--- src/shared/ssx_defs.svh ---
// constants for the subtract/swap/trap/exchange execution block
// assumes inclusion by bare name from design files
`ifndef SSX_DEFS_SVH
`define SSX_DEFS_SVH
`define SSX_ESC_BYTE 8'ha5
`define SSX_OP_EXT 8'h9e
`define SSX_OP_SBB_IMM 8'h94
`define SSX_OP_SBB_DIR 8'h95
`define SSX_OP_SWAP 8'hc4
`define SSX_OP_TRAP 8'hb9
`define SSX_OP_XCH_DIR 8'hc5
`define SSX_LN_RM_IMM 4'h0
`define SSX_LN_RM_DIR 4'h1
`define SSX_LN_RM_D16 4'h3
`define SSX_LN_WR_IMM 4'h4
`define SSX_LN_WR_DIR 4'h5
`define SSX_LN_WR_D16 4'h7
`define SSX_LN_DR_IMM 4'h8
`define SSX_LN_RM_IWR 4'h9
`define SSX_LN_RM_IDR 4'hb
`define SSX_TRAP_VEC 24'hff007b
`define SSX_SP_DEC 16'h0002
`define SSX_PORT_LAST 8'h03
`define SSX_DR_IMM_STATES 4'h5
`define SSX_SWAP_STATES 4'h2
`define SSX_XCH_PORT_ADD 4'h2
`define SSX_DIR_PORT_ADD 4'h1
`endif

--- src/shared/ssx_pkg.sv ---
// types for the subtract/swap/trap/exchange execution block
// assumes nothing beyond a SystemVerilog compiler
package ssx_pkg;
    typedef enum logic [2:0] {
        SSX_IDLE = 3'b000,
        SSX_OPC = 3'b001,
        SSX_OPND = 3'b010,
        SSX_WAIT = 3'b011,
        SSX_DONE = 3'b100
    } ssx_state_t;
    typedef enum logic [3:0] {
        SSX_K_NONE = 4'h0,
        SSX_K_SUB_B = 4'h1,
        SSX_K_SUB_W = 4'h2,
        SSX_K_SUB_D = 4'h3,
        SSX_K_SBB = 4'h4,
        SSX_K_SWAP = 4'h5,
        SSX_K_TRAP = 4'h6,
        SSX_K_XCH = 4'h7
    } ssx_kind_t;
    typedef enum logic [2:0] {
        SSX_SRC_IMM = 3'b000,
        SSX_SRC_DIR = 3'b001,
        SSX_SRC_D16 = 3'b010,
        SSX_SRC_IWR = 3'b011,
        SSX_SRC_IDR = 3'b100,
        SSX_SRC_RI = 3'b101,
        SSX_SRC_RN = 3'b110
    } ssx_src_t;
    // one decoded instruction handed to the core
    typedef struct packed {
        ssx_kind_t kind;
        ssx_src_t src;
        logic [3:0] reg_sel;
        logic [3:0] dst_sel;
        logic [15:0] operand;
        logic [3:0] states;
    } ssx_dec_t;
    typedef struct packed {
        logic cy;
        logic ac;
        logic ov;
    } ssx_flags_t;
    typedef struct packed {
        ssx_state_t st;
        logic esc;
        logic [7:0] op;
        logic [7:0] sub;
        logic [1:0] need;
        logic [15:0] opnd;
        logic [3:0] cnt;
        ssx_dec_t dec;
        logic dec_vld;
        logic [7:0] acc;
        ssx_flags_t fl;
        logic [15:0] sp;
        logic [23:0] pc;
        logic int_block;
        logic [7:0] mem_wdata;
        logic mem_we;
        logic bad;
    } ssx_st_t;
endpackage

--- src/verilog/ssx_exec.sv ---
// decode of subtract, decode and execute of borrow-subtract, swap, trap and exchange
// assumes one instruction byte per enabled cycle with byte_vld, and a core
// that supplies register and memory operands for the current instruction
//
// Contract
// - native 9E, reg nibble and 0000, immediate byte: byte_reg minus imm.
// - low nibble 0100: 16-bit immediate high byte first from word_reg.
// - low nibble 1000: 16-bit immediate from dword_reg, 5 states native.
// - compat mode needs A5 escape for these forms, one more byte and state.
// - nibble 0001/0101 with address byte subtracts short location from reg.
// - nibble 0011/0111 with two address bytes subtracts long location.
// - nibble 1001/1011 subtract byte at word_reg or dword_reg pointer.
// - short location on ports 0 to 3 adds one state to subtracts.
// - 95 with address: accumulator minus short location and carry.
// - indirect and bank borrow forms one byte compat, A5 native.
// - borrow-subtract also subtracts the prior carry_flag.
// - trap drops stack pointer by 2, jumps to vector.
`include "ssx_defs.svh"
`timescale 1ns/1ps
`default_nettype none
module ssx_exec (
    // clock and reset
    input wire logic clk,
    input wire logic rst_n,
    input wire logic ce,
    // mode: high selects native encoding
    input wire logic native_mode,
    // instruction byte stream
    input wire logic byte_vld,
    input wire logic [7:0] byte_in,
    // operand from register file or memory
    input wire logic [7:0] src_byte,
    // decoded instruction and state
    output logic dec_vld,
    output ssx_pkg::ssx_dec_t dec,
    output logic [7:0] accumulator,
    output ssx_pkg::ssx_flags_t flags,
    output logic [15:0] stack_pointer_reg,
    output logic [23:0] program_counter,
    output logic int_block,
    output logic mem_we,
    output logic [7:0] mem_wdata,
    output logic bad_opcode
);
    ssx_pkg::ssx_st_t s_r;
    ssx_pkg::ssx_st_t s_nxt;
    logic [8:0] diff;
    logic [4:0] hdiff;
    logic is_port;
    logic [3:0] base;
    ////////////////////////////////////////////////////////////////////////
    always_comb
    begin
        s_nxt = s_r;
        s_nxt.dec_vld = 1'b0;
        s_nxt.mem_we = 1'b0;
        s_nxt.int_block = 1'b0;
        s_nxt.bad = 1'b0;
        diff = 9'h000;
        hdiff = 5'h00;
        base = 4'h0;
        is_port = (s_r.opnd[7:0] <= `SSX_PORT_LAST);
        case (s_r.st)
            ssx_pkg::SSX_IDLE, ssx_pkg::SSX_OPC:
            begin
                if (byte_vld && byte_in == `SSX_ESC_BYTE && !s_r.esc)
                begin
                    s_nxt.esc = 1'b1;
                    s_nxt.st = ssx_pkg::SSX_OPC;
                end
                else if (byte_vld)
                begin
                    s_nxt.op = byte_in;
                    s_nxt.opnd = 16'h0000;
                    s_nxt.dec = '0;
                    s_nxt.st = ssx_pkg::SSX_OPND;
                    s_nxt.need = 2'd1;
                    if (byte_in == `SSX_OP_EXT)
                    begin
                        // extended forms need escape in compat mode
                        if (native_mode == s_r.esc)
                        begin
                            s_nxt.bad = 1'b1;
                            s_nxt.st = ssx_pkg::SSX_IDLE;
                        end
                    end
                    else if (byte_in[7:4] == 4'h9 &&
                             (byte_in[3] || byte_in[3:1] == 3'b011))
                    begin
                        // indirect and bank forms escape in native mode
                        if (native_mode != s_r.esc)
                        begin
                            s_nxt.bad = 1'b1;
                            s_nxt.st = ssx_pkg::SSX_IDLE;
                        end
                        else
                        begin
                            s_nxt.dec.kind = ssx_pkg::SSX_K_SBB;
                            s_nxt.dec.src = byte_in[3] ? ssx_pkg::SSX_SRC_RN
                                                       : ssx_pkg::SSX_SRC_RI;
                            s_nxt.dec.reg_sel = {1'b0, byte_in[2:0]};
                            // the escaped native form costs one more state
                            s_nxt.dec.states = (byte_in[3] ? 4'h1 : 4'h2) +
                                {3'b000, s_r.esc};
                            s_nxt.need = 2'd0;
                            s_nxt.st = ssx_pkg::SSX_WAIT;
                        end
                    end
                    else if (byte_in == `SSX_OP_SWAP || byte_in == `SSX_OP_TRAP)
                    begin
                        s_nxt.need = 2'd0;
                        s_nxt.st = ssx_pkg::SSX_WAIT;
                    end
                    else if (byte_in != `SSX_OP_SBB_IMM &&
                             byte_in != `SSX_OP_SBB_DIR &&
                             byte_in != `SSX_OP_XCH_DIR)
                    begin
                        s_nxt.bad = 1'b1;
                        s_nxt.st = ssx_pkg::SSX_IDLE;
                    end
                    s_nxt.esc = 1'b0;
                end
            end
            ssx_pkg::SSX_OPND:
            begin
                if (byte_vld)
                begin
                    if (s_r.op == `SSX_OP_EXT && s_r.dec.kind ==
                        ssx_pkg::SSX_K_NONE)
                    begin
                        s_nxt.sub = byte_in;
                        s_nxt.dec.reg_sel = byte_in[7:4];
                        s_nxt.dec.states = 4'h1;
                        s_nxt.dec.kind = ssx_pkg::SSX_K_SUB_B;
                        case (byte_in[3:0])
                            `SSX_LN_RM_IMM: begin s_nxt.need = 2'd1;
                                s_nxt.dec.states = 4'h2;
                                s_nxt.dec.src = ssx_pkg::SSX_SRC_IMM; end
                            `SSX_LN_WR_IMM: begin s_nxt.need = 2'd2;
                                s_nxt.dec.kind = ssx_pkg::SSX_K_SUB_W;
                                s_nxt.dec.states = 4'h3;
                                s_nxt.dec.src = ssx_pkg::SSX_SRC_IMM; end
                            `SSX_LN_DR_IMM: begin s_nxt.need = 2'd2;
                                s_nxt.dec.kind = ssx_pkg::SSX_K_SUB_D;
                                s_nxt.dec.states = `SSX_DR_IMM_STATES;
                                s_nxt.dec.src = ssx_pkg::SSX_SRC_IMM; end
                            `SSX_LN_RM_DIR, `SSX_LN_WR_DIR:
                            begin s_nxt.need = 2'd1;
                                s_nxt.dec.src = ssx_pkg::SSX_SRC_DIR;
                                if (byte_in[2])
                                    s_nxt.dec.kind = ssx_pkg::SSX_K_SUB_W;
                                s_nxt.dec.states = byte_in[2] ? 4'h3 : 4'h2; end
                            `SSX_LN_RM_D16, `SSX_LN_WR_D16:
                            begin s_nxt.need = 2'd2;
                                s_nxt.dec.src = ssx_pkg::SSX_SRC_D16;
                                if (byte_in[2])
                                    s_nxt.dec.kind = ssx_pkg::SSX_K_SUB_W;
                                s_nxt.dec.states = byte_in[2] ? 4'h3 : 4'h2; end
                            `SSX_LN_RM_IWR, `SSX_LN_RM_IDR:
                            begin s_nxt.need = 2'd1;
                                s_nxt.dec.src = byte_in[1] ?
                                    ssx_pkg::SSX_SRC_IDR : ssx_pkg::SSX_SRC_IWR;
                                s_nxt.dec.states = byte_in[1] ? 4'h3 : 4'h2; end
                            default: begin s_nxt.bad = 1'b1;
                                s_nxt.st = ssx_pkg::SSX_IDLE; end
                        endcase
                    end
                    else
                    begin
                        s_nxt.opnd = {s_r.opnd[7:0], byte_in};
                        s_nxt.need = s_r.need - 2'd1;
                        if (s_r.dec.src == ssx_pkg::SSX_SRC_IWR ||
                            s_r.dec.src == ssx_pkg::SSX_SRC_IDR)
                            s_nxt.dec.dst_sel = byte_in[7:4];
                        if (s_r.need == 2'd1)
                            s_nxt.st = ssx_pkg::SSX_WAIT;
                    end
                end
            end
            ssx_pkg::SSX_WAIT:
            begin
                case (s_r.op)
                    `SSX_OP_SBB_IMM: begin s_nxt.dec.kind = ssx_pkg::SSX_K_SBB;
                        s_nxt.dec.states = 4'h1; end
                    `SSX_OP_SBB_DIR: begin s_nxt.dec.kind = ssx_pkg::SSX_K_SBB;
                        s_nxt.dec.src = ssx_pkg::SSX_SRC_DIR;
                        s_nxt.dec.states = is_port ? 4'h2 : 4'h1; end
                    `SSX_OP_SWAP: begin s_nxt.dec.kind = ssx_pkg::SSX_K_SWAP;
                        s_nxt.dec.states = `SSX_SWAP_STATES; end
                    `SSX_OP_TRAP: begin s_nxt.dec.kind = ssx_pkg::SSX_K_TRAP;
                        s_nxt.dec.states = 4'ha; end
                    `SSX_OP_XCH_DIR: begin s_nxt.dec.kind = ssx_pkg::SSX_K_XCH;
                        s_nxt.dec.src = ssx_pkg::SSX_SRC_DIR;
                        s_nxt.dec.states = 4'h3 +
                            (is_port ? `SSX_XCH_PORT_ADD : 4'h0); end
                    `SSX_OP_EXT:
                        if (s_r.dec.src == ssx_pkg::SSX_SRC_DIR && is_port)
                            s_nxt.dec.states = s_r.dec.states +
                                `SSX_DIR_PORT_ADD;
                    default: ;
                endcase
                if (s_r.op == `SSX_OP_EXT && !native_mode)
                    s_nxt.dec.states = s_nxt.dec.states + 4'h1;
                base = s_nxt.dec.states;
                s_nxt.dec.operand = s_r.opnd;
                s_nxt.cnt = (base == 4'h0) ? 4'h0 : base - 4'h1;
                s_nxt.st = ssx_pkg::SSX_DONE;
            end
            ssx_pkg::SSX_DONE:
            begin
                if (s_r.cnt != 4'h0)
                    s_nxt.cnt = s_r.cnt - 4'h1;
                else
                begin
                    s_nxt.dec_vld = 1'b1;
                    s_nxt.st = ssx_pkg::SSX_IDLE;
                    case (s_r.dec.kind)
                        ssx_pkg::SSX_K_SBB:
                        begin
                            diff = {1'b0, s_r.acc} -
                                {1'b0, (s_r.dec.src == ssx_pkg::SSX_SRC_IMM) ?
                                s_r.opnd[7:0] : src_byte} -
                                {8'h00, s_r.fl.cy};
                            hdiff = {1'b0, s_r.acc[3:0]} -
                                {1'b0, (s_r.dec.src == ssx_pkg::SSX_SRC_IMM) ?
                                s_r.opnd[3:0] : src_byte[3:0]} -
                                {4'h0, s_r.fl.cy};
                            s_nxt.acc = diff[7:0];
                            s_nxt.fl.cy = diff[8];
                            s_nxt.fl.ac = hdiff[4];
                            s_nxt.fl.ov = (s_r.acc[7] != ((s_r.dec.src ==
                                ssx_pkg::SSX_SRC_IMM) ? s_r.opnd[7]
                                : src_byte[7])) && (diff[7] != s_r.acc[7]);
                        end
                        ssx_pkg::SSX_K_SWAP:
                            s_nxt.acc = {s_r.acc[3:0], s_r.acc[7:4]};
                        ssx_pkg::SSX_K_TRAP:
                        begin
                            s_nxt.sp = s_r.sp - `SSX_SP_DEC;
                            s_nxt.pc = `SSX_TRAP_VEC;
                            s_nxt.int_block = 1'b1;
                        end
                        ssx_pkg::SSX_K_XCH:
                        begin
                            s_nxt.acc = src_byte;
                            s_nxt.mem_wdata = s_r.acc;
                            s_nxt.mem_we = 1'b1;
                        end
                        default: ;
                    endcase
                end
            end
            default: s_nxt.st = ssx_pkg::SSX_IDLE;
        endcase
    end
    ////////////////////////////////////////////////////////////////////////
    always_ff @(posedge clk)
    begin
        if (!rst_n)
            s_r <= '0;
        else if (ce)
            s_r <= s_nxt;
    end
    assign dec_vld = s_r.dec_vld;
    assign dec = s_r.dec;
    assign accumulator = s_r.acc;
    assign flags = s_r.fl;
    assign stack_pointer_reg = s_r.sp;
    assign program_counter = s_r.pc;
    assign int_block = s_r.int_block;
    assign mem_we = s_r.mem_we;
    assign mem_wdata = s_r.mem_wdata;
    assign bad_opcode = s_r.bad;
    ////////////////////////////////////////////////////////////////////////
    chk_swap_halves: assert property (@(posedge clk) disable iff (!rst_n)
        ce && s_r.st == ssx_pkg::SSX_DONE && s_r.cnt == 4'h0 &&
        s_r.dec.kind == ssx_pkg::SSX_K_SWAP |=> accumulator ==
        {$past(s_r.acc[3:0]), $past(s_r.acc[7:4])})
        else $error("swap result wrong");
    chk_swap_flags: assert property (@(posedge clk) disable iff (!rst_n)
        dec_vld && dec.kind == ssx_pkg::SSX_K_SWAP |-> flags == $past(flags))
        else $error("swap changed flags");
    chk_trap_sp: assert property (@(posedge clk) disable iff (!rst_n)
        dec_vld && dec.kind == ssx_pkg::SSX_K_TRAP |->
        stack_pointer_reg == $past(stack_pointer_reg) - 16'h0002)
        else $error("trap stack step wrong");
    chk_trap_vec: assert property (@(posedge clk) disable iff (!rst_n)
        dec_vld && dec.kind == ssx_pkg::SSX_K_TRAP |->
        program_counter == 24'hff007b && int_block)
        else $error("trap vector or block wrong");
    chk_xch_write: assert property (@(posedge clk) disable iff (!rst_n)
        dec_vld && dec.kind == ssx_pkg::SSX_K_XCH |->
        mem_we && mem_wdata == $past(accumulator) && flags == $past(flags))
        else $error("exchange write wrong");
    chk_sbb_carry: assert property (@(posedge clk) disable iff (!rst_n)
        dec_vld && dec.kind == ssx_pkg::SSX_K_SBB &&
        dec.src == ssx_pkg::SSX_SRC_IMM |-> flags.cy ==
        ({1'b0, $past(accumulator)} < ({1'b0, dec.operand[7:0]} +
        {8'h00, $past(flags.cy)})))
        else $error("borrow flag wrong");
    chk_sbb_result: assert property (@(posedge clk) disable iff (!rst_n)
        dec_vld && dec.kind == ssx_pkg::SSX_K_SBB &&
        dec.src == ssx_pkg::SSX_SRC_IMM |-> accumulator ==
        8'($past(accumulator) - dec.operand[7:0] - {7'h00, $past(flags.cy)}))
        else $error("borrow subtract result wrong");
    chk_dr_states: assert property (@(posedge clk) disable iff (!rst_n)
        dec_vld && dec.kind == ssx_pkg::SSX_K_SUB_D &&
        dec.src == ssx_pkg::SSX_SRC_IMM |-> dec.states ==
        (native_mode ? 4'h5 : 4'h6))
        else $error("dword immediate states wrong");
    cov_swap: cover property (@(posedge clk) dec_vld &&
        dec.kind == ssx_pkg::SSX_K_SWAP);
    cov_trap: cover property (@(posedge clk) dec_vld &&
        dec.kind == ssx_pkg::SSX_K_TRAP);
    cov_xch: cover property (@(posedge clk) dec_vld &&
        dec.kind == ssx_pkg::SSX_K_XCH);
    cov_sub_w: cover property (@(posedge clk) dec_vld &&
        dec.kind == ssx_pkg::SSX_K_SUB_W);
endmodule // ssx_exec
`default_nettype wire

--- config.mk ---
export PLATFORM = sky130hd
export DESIGN_NAME = ssx_exec
export DESIGN_NICKNAME = d
export VERILOG_FILES = /design/src/shared/ssx_pkg.sv /design/src/verilog/ssx_exec.sv
export VERILOG_INCLUDE_DIRS = /design/src /design/src/shared
export SDC_FILE = /design/constraint.sdc
export NUM_CORES = 1
export LEC_CHECK = 0
export BUFFER_PORTS_ARGS = -buffer_cell sky130_fd_sc_hd__buf_2
export CORE_AREA = 2 2 161 148
export CTS_CLUSTER_DIAMETER = 60
export CTS_CLUSTER_SIZE = 12
export DETAILED_ROUTE_END_ITERATION = 10
export DIE_AREA = 0 0 163 150
export GPL_TIMING_DRIVEN = 0
export SLEW_MARGIN = 20
export SYNTH_ARGS = -nofsm -noshare
export SYNTH_HDL_FRONTEND = slang
export SYNTH_SLANG_ARGS = --single-unit
--- constraint.sdc ---
create_clock -name clk -period 4.32 [get_ports clk]
set_clock_uncertainty 0.1 [all_clocks]
set_input_delay 0.432 -clock clk [delete_from_list [all_inputs] [get_ports clk]]
set_output_delay 0.432 -clock clk [all_outputs]
set_load 0.01 [all_outputs]
Word level (Yosys, flattened, before mapping)
Cells that the tools add are included.

storage, ports and cells
  bits in registers = 109
  input bits = 21
  output and inout port bits = 98

cells by class
  magnitude comparators = 1
  add/sub/neg operators = 12
  multiplexer cells = 85
  bitwise gates (word level) = 2
  eq/ne operators = 54
  reduce and logical (&&, ||, !) cells = 53

operators with widths
  operator                                             number
  2-to-1 mux 62 bit                                    2
  equality test 8 bit, second input constant           10
  2-to-1 mux 35 bit                                    2
  2-to-1 mux 18 bit                                    3
  2-to-1 mux 4 bit                                     12
  2-to-1 mux 3 bit                                     14
  2-to-1 mux 41 bit                                    1
  one-hot mux 18 bit (2 select lines)                  1
  one-hot mux 16 bit (2 select lines)                  1
  2-to-1 mux 10 bit                                    3
  AND reduction 6 bit                                  5
  equality test 4 x 3 -> 1 bit, second input constant  7
  inequality test 8 bit, second input constant         3
  one-hot mux 3 bit (4 select lines)                   2
  one-hot mux 4 bit (6 select lines)                   1
  one-hot mux 8 bit (3 select lines)                   1
  AND reduction 4 bit                                  6
  2-to-1 mux 2 bit                                     11
  one-hot mux 7 bit (3 select lines)                   1
  inequality test 2 bit, second input constant         9
  equality test 4 bit, second input constant           4
  2-to-1 mux 1 bit                                     16
  2-to-1 mux 16 bit                                    1
  one-hot mux 4 bit (4 select lines)                   1
  51 further kinds                                     90

Logic depth before layout (Yosys ltp)
Gate-level depths: netlist (run 1).

  depth after elaboration = 11
  mapped depth = 12
  mapped depth without buffers = 12

Worst setup path after synthesis (run 1)
OpenSTA, ideal clock, no wires.

  kind = register -> register
  from = register s_r (netlist bit dec[30])
  to = register s_r (netlist bit flags[0])
  setup slack = 0.886 ns
  stages on the path, launching flop included = 12
  data required time = 4.098 ns
  clock period less this slack = 3.434 ns
  arrival = 3.211 ns
  cells stage by stage = dfxtp_1 > nor3_1 > mux2_2 > ha_1 > inv_1 > ha_1 > a21boi_0 > o21a_1 > o21ai_0 > a21oi_1 > or3_1 > a311o_1

on the way
  cells in the longest elaborated chain, start to end = 6

RTL lines
  what                       RTL line                          RTL
  from (decl)                ssx_exec.sv:45                    ssx_pkg::ssx_st_t s_r;
  from (signal assigned)     ssx_exec.sv:262                   s_r <= s_nxt;
  logical NOT 3 bit *        ssx_exec.sv:221, ssx_exec.sv:231
  2-to-1 mux 8 bit           ssx_exec.sv:221                   {1'b0, (s_r.dec.src == ssx_pkg::SSX_SRC_IMM) ?
  subtractor 8 x 8 -> 9 bit  ssx_exec.sv:220                   diff = {1'b0, s_r.acc} -
  subtractor 9 x 1 -> 9 bit  ssx_exec.sv:222                   s_r.opnd[7:0] : src_byte} -
  inequality test 1 bit      ssx_exec.sv:233                   : src_byte[7])) && (diff[7] != s_r.acc[7]);
  logical AND 1 bit *        ssx_exec.sv:233

Every way passes the cells marked *; elsewhere a longest branch is shown, timed or not.
A chain may end at the register's enable or synchronous reset.

Worst setup path after layout (run 1)
  from = register s_r (netlist bit dec[30])
  to = register s_r (netlist bit flags[2])

on the way
  cells in the longest elaborated chain, start to end = 4

RTL lines
  what                       RTL line
  logical NOT 3 bit          ssx_exec.sv:221
  2-to-1 mux 8 bit           ssx_exec.sv:221
  subtractor 8 x 8 -> 9 bit  ssx_exec.sv:220
  subtractor 9 x 1 -> 9 bit  ssx_exec.sv:222

Every way passes these cells.

==> summary.md, run 1 <==
| Metric | Value |
|---|---|
| Most common flop cell mapped by yosys | `dfxtp_1` |
| Routability cong. | `0.894` |
| Site Rows | `53` |
| Via density | `4.87` |
| CP Max Fanout | `8` |
| Post-Route WL | `20,000 µm` |
| Initial antenna violation count | `0` |
| Total gr overflow | `0` |
| PortBufs | `101` |
| Clk pin slew, worst setup/hold paths | `0.08 ns` |
| Avg Cell Area, Syn | `7.94 µm²` |
| Antenna cells | `0` |
| Cts hold-fix bufs | `0` |
| Fin Setup TNS | `0 ns` |
| Leakage | `3.41 nW` |
| DR WL met2 | `8590 µm` |
| DR WL/cell | `15.6 µm` |
| DRC violations left | `0` |
| Worst Path Required | `4.44 ns` |
| Post-synth ARST share | `0%` |
| Minimum clock period | `3.79 ns` |
| Clock Tree Root | `clkbuf_16` |
| Top sig layer | `met4` |
| H-tree Lvls | `3` |
| TritonCTS clock tree | `yes` |
| Setup CP Type | `reg2reg` |
| Wire length on met1 | `9760 µm` |
| Vias | `6,230` |
| First-pass GRT wire length | `30,900 µm` |
| Skew-Pair Late Insertion Delay | `0.36 ns` |
| Synthesized cell area | `0.00674 mm²` |
| Post-DP HPWL | `15,100 µm` |
| Die width | `163 µm` |
| Post-CTS sizing | `0` |
| Total of max-cap violations | `0` |
| Sw Ratio | `27.7%` |
| Detail Route Antenna Nets | `0` |
| Seq/Total Area, Yosys | `31.8%` |
| Tcrit/Tclk final | `87.8%` |
| Post-Route Utilization | `34.9%` |
| Cells after Synth | `849` |
| Post-synth EDFFs | `0` |
| Flop pwr share | `47.4%` |
| Pint | `1.55 mW` |
| 1st-pass router iterations | `5` |
| Yosys cell types | `71` |
| Area grow syn2layout | `18.4%` |
| Largest net degree at the start of global routing | `20` |
| Pin slew with the least headroom to its limit | `0.925 ns` |
| Comb power frac | `11.4%` |
| Routed wl met3 | `1230 µm` |
| CP endpoint kind | `register` |
| Number of global-route vias before repair | `5,561` |
| Slew Limit Fails | `0` |
| Yosys reg bits | `107` |
| Die Ht | `150 µm` |
| Status | `completed` |
| Layout cell share with drive strength beyond 1 | `24.3%` |
| Clock buffer depth | `2` |
| Clock Sinks | `107` |
| RSZ-0062 raised after global routing | `no` |
| Switch Pwr | `0.593 mW` |
| Setup crit start kind | `register` |
| Nets | `1,015` |
| CP arrival | `3.91 ns` |
| Slew margin rel. | `38.2%` |
| Max Fclk | `264 MHz` |
| Pwr per Cell Area | `268 mW/mm²` |
| Placed cell area | `0.00767 mm²` |
| Total number of yosys warnings | `0` |
| Area of the core | `0.0229 mm²` |
| IO Pins | `119` |
| Clock power frac | `41.2%` |
| DR iter-0 viols | `475` |
| Hold crit path type | `in2reg` |
| Total Routing Usage GR | `16.2%` |
| Setup violators final | `0` |
| Num CTS Buffers | `9` |
| Hold Vio Cnt, Final | `0` |
| Setup bufs post-CTS | `0` |
| Die ar. | `0.0245 mm²` |
| Initial Util | `29.5%` |
| Max IR drop VDD | `0.186 mV` |
| Design Area, Final | `0.00798 mm²` |
[cells in the mapped netlist, drive strengths merged, types with 6 or more instances]
cell    count  area share (%)
or3        11             1.0
nor2      102             5.7
nor3b       7            0.78
clkbuf     37             2.1
nor4        7             1.3
nand3      31             2.3
dfxtp     107              32
mux2        7             1.2
ha         20             3.7
buf        95              11
xor2        6            0.78
xnor2      15             1.9
and3        8            0.74
mux2i      21             3.1
nor3       20             1.6
nand4       7            0.65
a31oi       9             1.0
a211oi     11             1.4
a22oi      19             2.1
inv        38             2.1
nand2b     28             2.6
o21ai      38             2.9
nand3b      6            0.67
nand2      49             2.9
nor2b      10            0.93
a21oi      73             5.4
[cell usage in the layout (no fill, tap or decap), drive strengths merged, types with 21 or more instances in the layout]
master,instances
dfxtp,107
inv,40
clkbuf,46
nand2b,28
a21oi,73
nand2,49
buf,196
nor2,102
o21ai,38
mux2i,21
nand3,31
[per-layer routing]
metal | track usage, % | up-vias
met3 | 2.11 | 24
met4 | 6.06 | 0
met1 | 23.7 | 2867
met2 | 23.9 | 222
met5 | 0 | -
li1 | - | 3117
[worst paths after layout]
check,slack [ns],end,from,cells past startpoint
worst min-delay path,0.31,s_r[109],byte_in[7],3
worst min register to register,0.37,int_block,int_block,2
worst max register to register,0.53,flags[2],dec[30],12
worst max-delay path,0.53,flags[2],dec[30],12
[cell families (layout without fill, tap and decap cells)]
group	Yosys count	count (layout)	synth area share, %
fa+ha+maj	22	22	4.31
xor+xnor	21	21	2.73
mux	28	28	4.29
flops	107	107	31.8
buf+inv	170	287	14.8
other cells	1	12	0.0556
compound gates	190	190	17.8
simple gates	310	310	24.3
[critical path, stage by stage (launching register included)]
cell	delay [ns]
dfxtp_1	0.40
nor3_2	0.73
mux2i_1	0.19
fa_1	0.44
fa_1	0.40
nand2b_1	0.18
a21oi_1	0.33
o21bai_1	0.10
a21oi_1	0.23
o21bai_1	0.09
a21oi_1	0.19
xnor2_1	0.17
a21oi_1	0.09
[area by class of cell]
class | count | area (µm²)
plain buffers | 132 | 852
multi-input cells | 583 | 3650
repair buffers | 101 | 505
inverters | 38 | 143
clock buffers | 9 | 225
fillers | 2443 | 14900
well taps | 302 | 378
flip-flops and latches | 107 | 2140
clock inverters | 7 | 87.6
[through the flow]
step                cells  hold slack [ns]  power (mW)  setup slack, ns
floorplan             860            0.346        1.20            0.886
global placement     1263            0.360        1.28           0.0748
detailed placement   1263            0.361        1.28            0.567
CTS                  1279            0.300        2.16            0.554
global route         1279            0.310        2.22            0.348
finish               1279            0.311        2.14            0.528
[power groups by stage]
stage,logic (mW),registers (mW),clock network (mW)
detailed placement,0.239,1.04,0
CTS,0.241,1.02,0.899
finish,0.244,1.02,0.882
global placement,0.238,1.04,0
floorplan,0.169,1.03,0
global route,0.268,1.02,0.933
Note: power is estimated with default switching activity, not from simulation.
==> run 2: changes to the inputs <==
Settings changed: CELL_PAD_IN_SITES_DETAIL_PLACEMENT set to 0, CELL_PAD_IN_SITES_GLOBAL_PLACEMENT set to 2, PLACE_DENSITY_LB_ADDON set to 0.1.
==> summary.md, run 2 (synthesis results as in run 1) <==
| Metric | Value |
|---|---|
| Hold crit path type | `in2reg` |
| Total gr overflow | `0` |
| Hold depth | `3` |
| 1st-pass router iterations | `5` |
| Leading cell type in the layout, fill and taps excluded | `dfxtp_1` |
| Post-DP HPWL | `16,600 µm` |
| Post-CTS sizing | `0` |
| Hold Slack | `0.292 ns` |
| Area of the core | `0.0229 mm²` |
| Antenna cells | `0` |
| Worst R2R Path Depth | `13` |
| Setup bufs post-CTS | `0` |
| IO Pins | `119` |
| Die ar. | `0.0245 mm²` |
| Via density | `4.81` |
| Die width | `163 µm` |
| Clock buffer depth | `2` |
| DRC violations left | `0` |
| Slowest cell on crit path | `fa_1` |
| DR iter-0 viols | `436` |
| PortBufs | `101` |
| Worst Path Required | `4.44 ns` |
| Setup crit start kind | `register` |
| Cts hold-fix bufs | `0` |
| Number of global-route vias before repair | `5,653` |
| Total of max-cap violations | `0` |
| Tcrit/Tclk final | `78.8%` |
| Skew-Pair Late Insertion Delay | `0.37 ns` |
| TritonCTS clock tree | `yes` |
| DR WL/cell | `17.1 µm` |
| Slowest stage delay, CP | `0.43 ns` |
| Clock Sinks | `107` |
| Site Rows | `53` |
| Max IR drop VDD | `0.181 mV` |
| Post-Route WL | `21,900 µm` |
| Fin Setup TNS | `0 ns` |
| Setup CP Type | `reg2reg` |
| Slew Limit Fails | `0` |
| Total Routing Usage GR | `18.0%` |
| Die Ht | `150 µm` |
| Cell breakdown of the critical path | `nor3_2 > buf_4 > mux2i_1 > fa_1 > fa_1 > nand2b_1 > a21oi_1 > o21bai_1 > a21oi_1 > o21bai_1 > a21oi_1 > xnor2_1 > a21oi_1` |
| Layout cell share with drive strength beyond 1 | `24.3%` |
| Area grow syn2layout | `18.5%` |
| CP Max Fanout | `8` |
| Overall power | `2.16 mW` |
| Routability cong. | `0.792` |
| Num CTS Buffers | `9` |
| Leakage | `3.41 nW` |
| Hold Vio Cnt, Final | `0` |
| RSZ-0062 raised after global routing | `no` |
| Nets | `1,016` |
| Initial Util | `29.5%` |
| Slew margin rel. | `40.4%` |
| First-pass GRT wire length | `33,600 µm` |
| Status | `completed` |
| Clock Tree Root | `clkbuf_16` |
| Fill cells | `2,485` |
| Max Fclk | `294 MHz` |
| Minimum clock period | `3.40 ns` |
| Clk pin slew, worst setup/hold paths | `0.08 ns` |
| Vias | `6,153` |
| Initial antenna violation count | `0` |
| Detail Route Antenna Nets | `0` |
| Commonest cells after routing, fill and taps aside | `dfxtp_1 (107), nor2_1 (102), buf_2 (101)` |
| Placed cell area | `0.00768 mm²` |
| CP arrival | `3.52 ns` |
| Design Area, Final | `0.00799 mm²` |
| Pwr per Cell Area | `271 mW/mm²` |
| Most common cell on crit path | `a21oi_1` |
| Pin slew with the least headroom to its limit | `0.887 ns` |
| Largest net degree at the start of global routing | `23` |
| H-tree Lvls | `3` |
| CP endpoint kind | `register` |
| Setup violators final | `0` |
-- run 2: cell types whose count changed in the layout (fill, tap and decap cells not counted), sizes merged --
cell	before	now
inv	40	44
clkinv	3	1
bufinv	1	0
clkinvlp	1	0
buf	196	197
-- run 2: report_power, final --
group          leakage [nW]  internal [mW]  switching [mW]  total (mW)
Sequential            0.864          0.998          0.0193        1.02
Combinational          2.40         0.0911           0.157       0.248
Clock                 0.152          0.422           0.473       0.895
-- run 2: cell type report --
cell class | instances | area (µm²) | share of cell area, %
multi-input combinational | 583 | 3650 | 45.7
sequential | 107 | 2140 | 26.8
buffer | 132 | 852 | 10.7
timing repair buffer | 102 | 513 | 6.42
tap | 302 | 378 | 4.73
clock buffer | 9 | 225 | 2.82
inverter | 38 | 143 | 1.79
clock inverter | 7 | 83.8 | 1.05
-- run 2: worst max-delay path, delay by kind of cell (launching register included) --
family	cells	cell delay (ns)
buffers and inverters	1	0.22
AOI/OAI and AO/OA	6	1.05
xor gates and xnor gates	1	0.14
adders and majority gates	2	0.85
and+or+nand+nor	2	0.37
muxes	1	0.12
DFF	1	0.40
-- run 2: path summary, 6_finish.rpt --
kind | start | end | slack, ns
hold reg to reg | dec[17] | dec[17] | 0.37
setup / recovery | dec[28] | flags[2] | 0.92
setup reg to reg | dec[28] | flags[2] | 0.92
hold / removal | byte_in[7] | dec[27] | 0.29
-- run 2: metal layers --
metal  GRT usage (%)  wire, µm
met5               0         0
met4            3.89       240
met3            3.13      1030
met2            27.2      9240
met1            26.6     11400
-- run 2: metrics by stage --
stage          std cells  setup WS, ns  utilization (%)
5_1_grt             1280         0.662             34.9
4_1_cts             1280         0.949             34.9
3_3_place_gp        1263      -0.00188             33.5
3_5_place_dp        1264         0.967             33.6
6_report            1280         0.915             34.9
2_1_floorplan        860         0.886                -
==> run 3: changes to the inputs <==
Clock period 4.32 ns to 2.9 ns, I/O delays scaled along.
==> summary.md, run 3 (synthesis results as in run 1) <==
| Metric | Value |
|---|---|
| Status | `finished with violations` |
| Failing checks | `setup timing` |
| Clock Sinks | `107` |
| Number of global-route vias before repair | `5,682` |
| Setup crit start kind | `register` |
| Worst R2R Path Depth | `12` |
| Vias | `6,205` |
| R2R Path End | `flags[0]` |
| Post-Route WL | `22,300 µm` |
| Area grow syn2layout | `24.8%` |
| Pwr per Cell Area | `391 mW/mm²` |
| Num CTS Buffers | `9` |
| R2r setup slk | `-0.09 ns` |
| Detail Route Antenna Nets | `0` |
| CP endpoint kind | `register` |
| H-tree Lvls | `3` |
| IO Pins | `119` |
| Max Fclk | `335 MHz` |
| Initial Util | `29.5%` |
| Die width | `163 µm` |
| Leakage | `3.59 nW` |
| Initial antenna violation count | `0` |
| Total Routing Usage GR | `18.2%` |
| Via density | `4.79` |
| Clk pin slew, worst setup/hold paths | `0.08 ns` |
| Cell breakdown of the critical path | `nor3_4 > buf_12 > mux2_4 > ha_4 > inv_2 > ha_4 > a21boi_4 > o21a_1 > o21ai_2 > a21oi_2 > or3_4 > a311o_1` |
| Tcrit/Tclk final | `103%` |
| Fill cells | `2,472` |
| Total of max-cap violations | `0` |
| Nets | `1,031` |
| Hold crit path type | `in2reg` |
| CP Max Fanout | `6` |
| Final worst setup slack | `-0.0895 ns` |
| PortBufs | `101` |
| Critical R2R Launch | `dec[29]` |
| Post-DP HPWL | `16,700 µm` |
| Area of the core | `0.0229 mm²` |
| Commonest cells after routing, fill and taps aside | `buf_4 (111), dfxtp_1 (101), buf_2 (101)` |
| CP arrival | `3.15 ns` |
| First-pass GRT wire length | `33,900 µm` |
| TritonCTS clock tree | `yes` |
| Finished Layout Cells | `1,295` |
| DRC violations left | `0` |
| Skew-Pair Late Insertion Delay | `0.37 ns` |
| Critical path's top delay family | `compound AO/OA/AOI/OAI gates` |
| Total gr overflow | `0` |
| 1st-pass router iterations | `5` |
| Die ar. | `0.0245 mm²` |
| Overall power | `3.29 mW` |
| Buf/Inv on CP | `2` |
| Leading cell type in the layout, fill and taps excluded | `buf_4` |
| Setup CP Type | `reg2reg` |
| Slowest stage delay, CP | `0.39 ns` |
| RSZ-0062 raised after global routing | `yes` |
| HP Start | `byte_in[7]` |
| Routability cong. | `0.780` |
| Largest net degree at the start of global routing | `21` |
| Hold depth | `3` |
| Layout cell share with drive strength beyond 1 | `30.0%` |
| Slew margin rel. | `42.8%` |
| Worst Path Required | `3.06 ns` |
| Most common cell on crit path | `ha_4` |
| Antenna cells | `0` |
| DR WL/cell | `17.2 µm` |
| Die Ht | `150 µm` |
| Max IR drop VDD | `0.292 mV` |
| Pin slew with the least headroom to its limit | `0.852 ns` |
| Setup violators final | `2` |
| Clock Tree Root | `clkbuf_16` |
| Minimum clock period | `2.99 ns` |
| DR iter-0 viols | `388` |
| Placed insts | `1,263` |
| Clock buffer depth | `2` |
| Slowest cell on crit path | `or3_4` |
| Hold Vio Cnt, Final | `0` |
| Slew Limit Fails | `0` |
| Worst Hold Path EP | `dec[27]` |
| Site Rows | `53` |
run 3: area by class of cell:
type	count	area, µm²	share of cell area, %
Tap cell	302	378	4.49
Timing Repair Buffer	118	646	7.67
Inverter	38	143	1.70
Sequential cell	107	2150	25.6
Clock buffer	9	225	2.68
Clock inverter	7	93.8	1.12
Multi-Input combinational cell	583	3920	46.6
Buffer	131	852	10.1
run 3: through the flow:
step           TNS [ns]  setup slack [ns]  util (%)  hold slack [ns]  instance area, µm²
2_1_floorplan   -0.0409           -0.0409         -            0.334                6830
3_3_place_gp      -7.84            -0.502      33.7            0.360                7710
3_5_place_dp      -8.38            -0.455      33.7            0.357                7710
4_1_cts          -0.159            -0.126      36.0            0.158                8230
5_1_grt          -0.491            -0.199      36.8            0.180                8410
6_report         -0.127           -0.0895      36.8            0.160                8410
run 3: worst max-delay path by stage:
stage	start	to	slack, ns	depth (start not counted)
after global routing	dec[29]	flags[0]	-0.20	12
after detailed placement	dec[28]	flags[2]	-0.46	12
after global placement	dec[28]	s_r[99]	-0.50	7
after CTS	dec[28]	flags[0]	-0.13	12
final	dec[29]	flags[0]	-0.09	12
after floorplan	dec[29]	flags[0]	-0.04	11
run 3: tightest hold or removal path, cell delays in order:
cell and delay [ns]:
buf_2 0.15, nand3_1 0.08, a21oi_1 0.05
run 3: layer usage:
metal,up-vias,GRT usage [%],part of all wire (%)
met5,-,0,0
met4,0,2.88,0.76
met3,11,3.13,4.0
met2,137,27.0,43
met1,2905,27.7,52
li1,3152,-,-
run 3: power by group:
part           leakage [nW]  switching (mW)  internal, mW  total, mW
registers             0.868          0.0295          1.49       1.51
clock network         0.153           0.665         0.696       1.36
logic                  2.57           0.250         0.159      0.410
total                  3.59           0.945          2.34       3.29
run 3: timing repair:
item	in CTS	in global routing
setup endpoints to repair	44	38
hold buffers	0	0
gates resized for setup	23	35
buffers inserted	11	7
pin swaps	9	12
endpoints found under the hold margin	0	0
